`config.mk`:
```
export PLATFORM = sky130hd
export DESIGN_NAME = ssl_led_sink
export DESIGN_NICKNAME = d
export VERILOG_FILES = /design/src/common/ssl_pkg.sv /design/src/design/ssl_led_sink.sv
export SDC_FILE = /design/constraint.sdc
export NUM_CORES = 1
export LEC_CHECK = 0
export ABC_AREA = 1
export BUFFER_PORTS_ARGS = -buffer_cell sky130_fd_sc_hd__clkbuf_2
export CORE_UTILIZATION = 28
export CTS_CLUSTER_DIAMETER = 50
export DETAILED_ROUTE_END_ITERATION = 12
export GPL_TIMING_DRIVEN = 0
export SYNTH_ARGS = -nofsm -noshare
export SYNTH_HDL_FRONTEND = slang
export SYNTH_SLANG_ARGS = --single-unit
```
`constraint.sdc`:
```
create_clock -name i_clk -period 2.1 [get_ports i_clk]
set_input_delay 0.21 -clock i_clk [delete_from_list [all_inputs] [get_ports i_clk]]
set_output_delay 0.21 -clock i_clk [all_outputs]
set_load 0.005 [all_outputs]
```
`src/common/ssl_pkg.sv`:
```
// Constants shared by the twelve-channel serial shift and latch LED sink block.
package ssl_pkg;

  // **********************************************
  // Widths and depths
  // **********************************************
  localparam int SSL_CHANNELS = 12;
  localparam int SSL_FIFO_DEPTH = 8;
  localparam int SSL_PIN_COUNT = 5;

  // **********************************************
  // Positions of the pins in the synchroniser vector
  // **********************************************
  localparam int SSL_PIN_SHIFT_CLK = 0;
  localparam int SSL_PIN_LATCH_CLK = 1;
  localparam int SSL_PIN_SERIAL_IN = 2;
  localparam int SSL_PIN_CLEAR_N = 3;
  localparam int SSL_PIN_OUT_EN_N = 4;

  // **********************************************
  // Reset values
  // **********************************************
  localparam logic [11:0] SSL_WORD_RST = 12'h000;
  localparam logic [4:0] SSL_PINS_RST = 5'h18;
  localparam logic SSL_CASCADE_RST = 1'b0;
  localparam logic SSL_SINK_LEVEL = 1'b0;

endpackage : ssl_pkg

```
`src/design/ssl_led_sink.sv`:
```
// Serial-in shift register, latch word FIFO, storage register and open-drain LED sink outputs.

// **********************************************
// Word FIFO between the latch edge and the storage register
// **********************************************
module ssl_fifo #(
  parameter int WIDTH = 12,
  parameter int DEPTH = 8
) (
  // Clock and reset
  input wire logic i_clk,
  input wire logic i_reset_n,
  input wire logic i_flush,
  // Filling side
  input wire logic i_in_valid,
  output logic o_in_ready,
  input wire logic [WIDTH-1:0] i_in_data,
  // Draining side
  output logic o_out_valid,
  input wire logic i_out_ready,
  output logic [WIDTH-1:0] o_out_data
);
  localparam int PW = $clog2(DEPTH);

  logic [WIDTH-1:0] mem [DEPTH];
  logic [PW-1:0] wr_ptr;
  logic [PW-1:0] rd_ptr;
  logic [PW:0] count;
  logic push;
  logic pop;

  assign o_in_ready = (count != DEPTH[PW:0]);
  assign o_out_valid = (count != '0);
  assign o_out_data = mem[rd_ptr];
  assign push = i_in_valid && o_in_ready;
  assign pop = o_out_valid && i_out_ready;

  always_ff @(posedge i_clk) begin
    if (push) begin
      mem[wr_ptr] <= i_in_data;
    end
  end

  always_ff @(posedge i_clk or negedge i_reset_n) begin
    if (!i_reset_n) begin
      wr_ptr <= '0;
      rd_ptr <= '0;
      count <= '0;
    end else if (i_flush) begin
      wr_ptr <= '0;
      rd_ptr <= '0;
      count <= '0;
    end else begin
      if (push) begin
        wr_ptr <= (wr_ptr == PW'(DEPTH - 1)) ? '0 : wr_ptr + 1'b1;
      end
      if (pop) begin
        rd_ptr <= (rd_ptr == PW'(DEPTH - 1)) ? '0 : rd_ptr + 1'b1;
      end
      count <= count + (PW+1)'(push) - (PW+1)'(pop);
    end
  end
endmodule : ssl_fifo

// **********************************************
// Top level
// **********************************************
module ssl_led_sink
  import ssl_pkg::*;
(
  // Clock and reset
  input wire logic i_clk,
  input wire logic i_reset_n,
  // Serial link pins from the host
  input wire logic i_shift_clk,
  input wire logic i_latch_clk,
  input wire logic i_serial_in,
  input wire logic i_clear_n,
  input wire logic i_output_enable_n,
  // Cascade to the next device
  output logic o_serial_cascade_out,
  // Open-drain sink pins, one bit per channel
  output logic [SSL_CHANNELS-1:0] o_sink_out,
  output logic [SSL_CHANNELS-1:0] o_sink_oe,
  // Back-pressure towards the latch edge
  output logic o_latch_ready
);

  // **********************************************
  // Pin synchronisers
  // **********************************************
  // All pins are asynchronous to i_clk, so every one passes two flops before use.
  logic [SSL_PIN_COUNT-1:0] pin_meta;
  logic [SSL_PIN_COUNT-1:0] pin_sync;
  logic shift_clk_prev;
  logic latch_clk_prev;

  always_ff @(posedge i_clk or negedge i_reset_n) begin
    if (!i_reset_n) begin
      pin_meta <= SSL_PINS_RST;
      pin_sync <= SSL_PINS_RST;
    end else begin
      pin_meta <= {i_output_enable_n, i_clear_n, i_serial_in, i_latch_clk, i_shift_clk};
      pin_sync <= pin_meta;
    end
  end

  always_ff @(posedge i_clk or negedge i_reset_n) begin
    if (!i_reset_n) begin
      shift_clk_prev <= 1'b0;
      latch_clk_prev <= 1'b0;
    end else begin
      shift_clk_prev <= pin_sync[SSL_PIN_SHIFT_CLK];
      latch_clk_prev <= pin_sync[SSL_PIN_LATCH_CLK];
    end
  end

  logic shift_rise;
  logic shift_fall;
  logic latch_rise;
  logic clear_ok;
  logic out_en_n;
  logic serial_bit;

  assign shift_rise = pin_sync[SSL_PIN_SHIFT_CLK] && !shift_clk_prev;
  assign shift_fall = !pin_sync[SSL_PIN_SHIFT_CLK] && shift_clk_prev;
  assign latch_rise = pin_sync[SSL_PIN_LATCH_CLK] && !latch_clk_prev;
  assign clear_ok = pin_sync[SSL_PIN_CLEAR_N];
  assign out_en_n = pin_sync[SSL_PIN_OUT_EN_N];
  assign serial_bit = pin_sync[SSL_PIN_SERIAL_IN];

  // **********************************************
  // Shift register and cascade output
  // **********************************************
  logic [SSL_CHANNELS-1:0] shift_reg;
  logic [SSL_CHANNELS-1:0] next_shift_reg;

  // The first bit in walks up to the top stage after twelve edges.
  assign next_shift_reg = {shift_reg[SSL_CHANNELS-2:0], serial_bit};

  always_ff @(posedge i_clk or negedge i_reset_n) begin
    if (!i_reset_n) begin
      shift_reg <= SSL_WORD_RST;
    end else if (!clear_ok) begin
      shift_reg <= SSL_WORD_RST;
    end else if (shift_rise) begin
      shift_reg <= next_shift_reg;
    end
  end

  // Moving on the falling edge gives the next device a full half period of setup.
  always_ff @(posedge i_clk or negedge i_reset_n) begin
    if (!i_reset_n) begin
      o_serial_cascade_out <= SSL_CASCADE_RST;
    end else if (!clear_ok) begin
      o_serial_cascade_out <= SSL_CASCADE_RST;
    end else if (shift_fall) begin
      o_serial_cascade_out <= shift_reg[SSL_CHANNELS-1];
    end
  end

  // **********************************************
  // Latch capture and word FIFO
  // **********************************************
  // The word is snapshot at the latch edge, so later shifting cannot corrupt it while it waits.
  logic latch_pending;
  logic [SSL_CHANNELS-1:0] latch_word;
  logic fifo_in_ready;
  logic fifo_out_valid;
  logic [SSL_CHANNELS-1:0] fifo_out_data;
  logic push;
  logic pop;

  assign push = latch_pending && fifo_in_ready;
  assign pop = fifo_out_valid && clear_ok;
  assign o_latch_ready = fifo_in_ready && !latch_pending;

  always_ff @(posedge i_clk or negedge i_reset_n) begin
    if (!i_reset_n) begin
      latch_pending <= 1'b0;
      latch_word <= SSL_WORD_RST;
    end else if (!clear_ok) begin
      latch_pending <= 1'b0;
      latch_word <= SSL_WORD_RST;
    end else if (latch_rise) begin
      latch_pending <= 1'b1;
      latch_word <= shift_reg;
    end else if (push) begin
      latch_pending <= 1'b0;
    end
  end

  ssl_fifo #(
    .WIDTH(SSL_CHANNELS),
    .DEPTH(SSL_FIFO_DEPTH)
  ) u_fifo (
    .i_clk(i_clk),
    .i_reset_n(i_reset_n),
    .i_flush(!clear_ok),
    .i_in_valid(latch_pending),
    .o_in_ready(fifo_in_ready),
    .i_in_data(latch_word),
    .o_out_valid(fifo_out_valid),
    .i_out_ready(clear_ok),
    .o_out_data(fifo_out_data)
  );

  // **********************************************
  // Storage register and sink outputs
  // **********************************************
  logic [SSL_CHANNELS-1:0] storage;

  always_ff @(posedge i_clk or negedge i_reset_n) begin
    if (!i_reset_n) begin
      storage <= SSL_WORD_RST;
    end else if (!clear_ok) begin
      storage <= SSL_WORD_RST;
    end else if (pop) begin
      storage <= fifo_out_data;
    end
  end

  // A set storage bit pulls its pin low; the pin is never driven high.
  always_ff @(posedge i_clk or negedge i_reset_n) begin
    if (!i_reset_n) begin
      o_sink_oe <= SSL_WORD_RST;
      o_sink_out <= SSL_WORD_RST;
    end else begin
      o_sink_out <= {SSL_CHANNELS{SSL_SINK_LEVEL}};
      if (out_en_n || !clear_ok) begin
        o_sink_oe <= SSL_WORD_RST;
      end else begin
        o_sink_oe <= storage;
      end
    end
  end
endmodule : ssl_led_sink

```
==> summary.md <==
| Metric | Value |
|---|---|
| Seq/Total Area, Yosys | 0.673 |
| Num ports | 33 |
| Failing checks | setup timing |
| Clk slew on worst S/H paths | roughly 0.06 ns |
| Clock buffer depth | 2 |
| Die Y | about 160 um |
| Sum of negative setup slack | -0.555 ns |
| Reg power frac | 0.431 |
| Row count | 57 |
| Dpl ws | -0.357 ns |
| LEAKAGE | around 3.7 nW |
| Slew Viols, Final | 0 |
| Final Hold Viols | 0 |
| Layout cells sized above 1 | 0.147 |
| Clock Latency Late Sink | about 0.43 ns |
| DR vias | roughly 4500 |
| Initial Utilization | 0.286 |
| Final min period | ~2.1 ns |
| Clock power frac | 0.348 |
| Synth cell types | 23 |
| Initial antenna violation count | 0 |
| Avg WL per Cell | between 10 and 15 um |
| GRT Total Usage | 0.117 |
| First-pass GRT wire length | approximately 23 mm |
| Area growth from synthesis to layout | 18.7% |
| Vias/cell | 4.23 |
| Crit start category | register |
| Max Cap Violations | 0 |
| RSZ-0062 raised after global routing | yes |
| Filler Cell Count | between 2000 and 2500 |
| Final #Nets | around 750 |
| Tcrit/Tclk final | 1.02 |
| Clock sink total | roughly 170 |
| # setup viols final | 24 |
| First drt pass iteration count | 5 |
| Max reg flops | between 90 and 100 |
| Vias in the first global route | 4322 |
| Drt drc | 0 |
| Pin count of the biggest net entering global routing | between 40 and 50 |
| Crit-path max FO | 12 |
| CTS tree | built |
| Cells after synthesis | around 670 |
| Buffers on Ports | 20 |
| Synth warn | 0 |
| Syn_area_per_cell | roughly 10 um2 |
| Post-route insts no fill | between 1000 and 1500 |
| Most flops, register | u_fifo.mem |
| Internal power | just over 6 mW |
| Pwr dens | ~1100 nW/um2 |
| Seq cells post-synth | between 150 and 200 |
| Post-DP Area | between 7000 and 8000 um2 |
| WL final | between 10 and 15 mm |
| Slew headroom | 0.463 |
| Dpl cells | 1025 |
| Worst Setup End Kind | register |
| Design area | roughly 8300 um2 |
| H-Tree Depth | 4 |
| Die width | 160 um |
| Worst EP arrival | about 2.2 ns |
| Total CTS buffers | 17 |
| Crit path kind | register to register |
| Setup Skew | 0.00788 ns |
| Root Buffer | clkbuf_16 |
| Antenna Cells | 0 |
| HPWL Detailed | 9.45 mm |
| GPL Wtd Cong | 0.802 |
| Fin Hold WS | ~0.27 ns |
| Min-delay worst type | primary input to asynchronous set/reset pin |
| CP required | 2.15 ns |
| Fmax | approximately 0.47 GHz |
| Core area | roughly 24000 um2 |
| Peak supply drop | between 0.5 and 0.6 mV |
| GR Overflow Total | 0 |
| Status | finished with violations |
| Routed Antenna Nets | 0 |
| Worst setup margin | -0.0453 ns |
| Comb power frac | 0.221 |
| Slew @ Worst Pin | 0.805 ns |
| Psw | ~2.6 mW |
| Synthesized area | between 6000 and 7000 um2 |
| Die area | around 26000 um2 |
| Switching Share | 0.296 |
| Drt initial violations | approximately 360 |
metrics by stage:
stage,util,power (mW)
6_report,0.339,8.80
5_1_grt,0.339,9.26
4_1_cts,0.337,8.80
3_5_place_dp,0.310,5.67
3_3_place_gp,0.308,5.64
2_1_floorplan,-,5.10
final timing paths:
path,startpoint,endpoint,slack [ns],cells after the start
min,i_reset_n,shift_reg[1],0.27,2
max,u_fifo.count[2],u_fifo.mem[5][8],-0.05,7
min reg2reg,pin_meta[2],pin_sync[2],0.35,0
max in group asynchronous,i_reset_n,pin_sync[4],1.22,3
min in group i_clk,pin_meta[2],pin_sync[2],0.35,0
max reg2reg,u_fifo.count[2],u_fifo.mem[5][8],-0.05,7
synthesized netlist by cell type, drive strengths merged:
cell,instances,share of area
edfxtp,96,0.41
nand2,172,0.093
nand3,101,0.072
clkbuf,7,0.0038
and2,1,0.00090
xnor2,1,0.0013
or2,1,0.00090
a21oi,6,0.0059
inv,107,0.058
ha,10,0.018
o21ai,29,0.021
buf,34,0.032
dfrtp,68,0.24
conb,1,0.00054
nand4,2,0.0018
nor2,28,0.016
fa,1,0.0029
dfstp,4,0.015
timing repair:
action                                  4_1_cts  5_1_grt
hold buffers                                  6        0
pin swaps                                     0        2
buffers inserted                              3        0
endpoints found under the setup margin       99       98
resized for setup                             6       14
hold endpoints to repair                     30        0
routing by layer:
| metal | track usage | vias up | wire (um) |
|---|---|---|---|
| met5 | 0 | - | 0 |
| met4 | 0.0368 | 0 | 119 |
| met3 | 0.0319 | 12 | 684 |
| met2 | 0.185 | 100 | 6570 |
| met1 | 0.155 | 2147 | 6680 |
| li1 | - | 2242 | - |
layout make-up:
class                   instances  area, um2  share of cell area
flip-flops and latches        168       4690               0.566
multi-input cells             364       1740               0.210
clock buffers                  22        464              0.0561
well taps                     324        405              0.0490
inverters                     107        402              0.0485
plain buffers                  40        249              0.0301
repair buffers                 30        213              0.0257
clock inverters                10        120              0.0145
logic make-up after synthesis:
group,synth area share
fa+ha+maj,0.0208
buf+inv,0.0933
compound gates,0.0267
simple gates,0.185
flops,0.673
other cells,0.000538
xor+xnor,0.00126
cells in the final DEF (no fill, tap or decap), types with 5 or more instances in the layout:
| cell | instances |
|---|---|
| a21oi_1 | 5 |
| inv_1 | 101 |
| clkbuf_2 | 19 |
| o21ai_0 | 29 |
| nor2_4 | 5 |
| dlygate4sd3_1 | 6 |
| buf_4 | 17 |
| conb_1 | 12 |
| inv_2 | 6 |
| nand3_1 | 101 |
| clkbuf_16 | 17 |
| clkbuf_1 | 10 |
| ha_1 | 9 |
| edfxtp_1 | 96 |
| nor2_1 | 19 |
| buf_2 | 16 |
| nand2_1 | 172 |
| dfrtp_1 | 68 |
power by group through the flow:
stage	Sequential, mW	Clock [mW]	Combinational, mW
3_5_place_dp	3.86	0	1.82
6_report	3.79	3.06	1.94
2_1_floorplan	3.83	0	1.26
3_3_place_gp	3.85	0	1.79
4_1_cts	3.79	3.13	1.88
5_1_grt	3.82	3.24	2.20
critical path: stages (launching register included):
cell and delay [ns]:
dfrtp_1 0.34, inv_2 0.06, ha_1 0.22, nand2_1 0.07, nand2_1 0.06, inv_1 0.15, nand2_1 0.20, nor2_2 0.66
No activity file was read; power rests on OpenSTA's default activity.
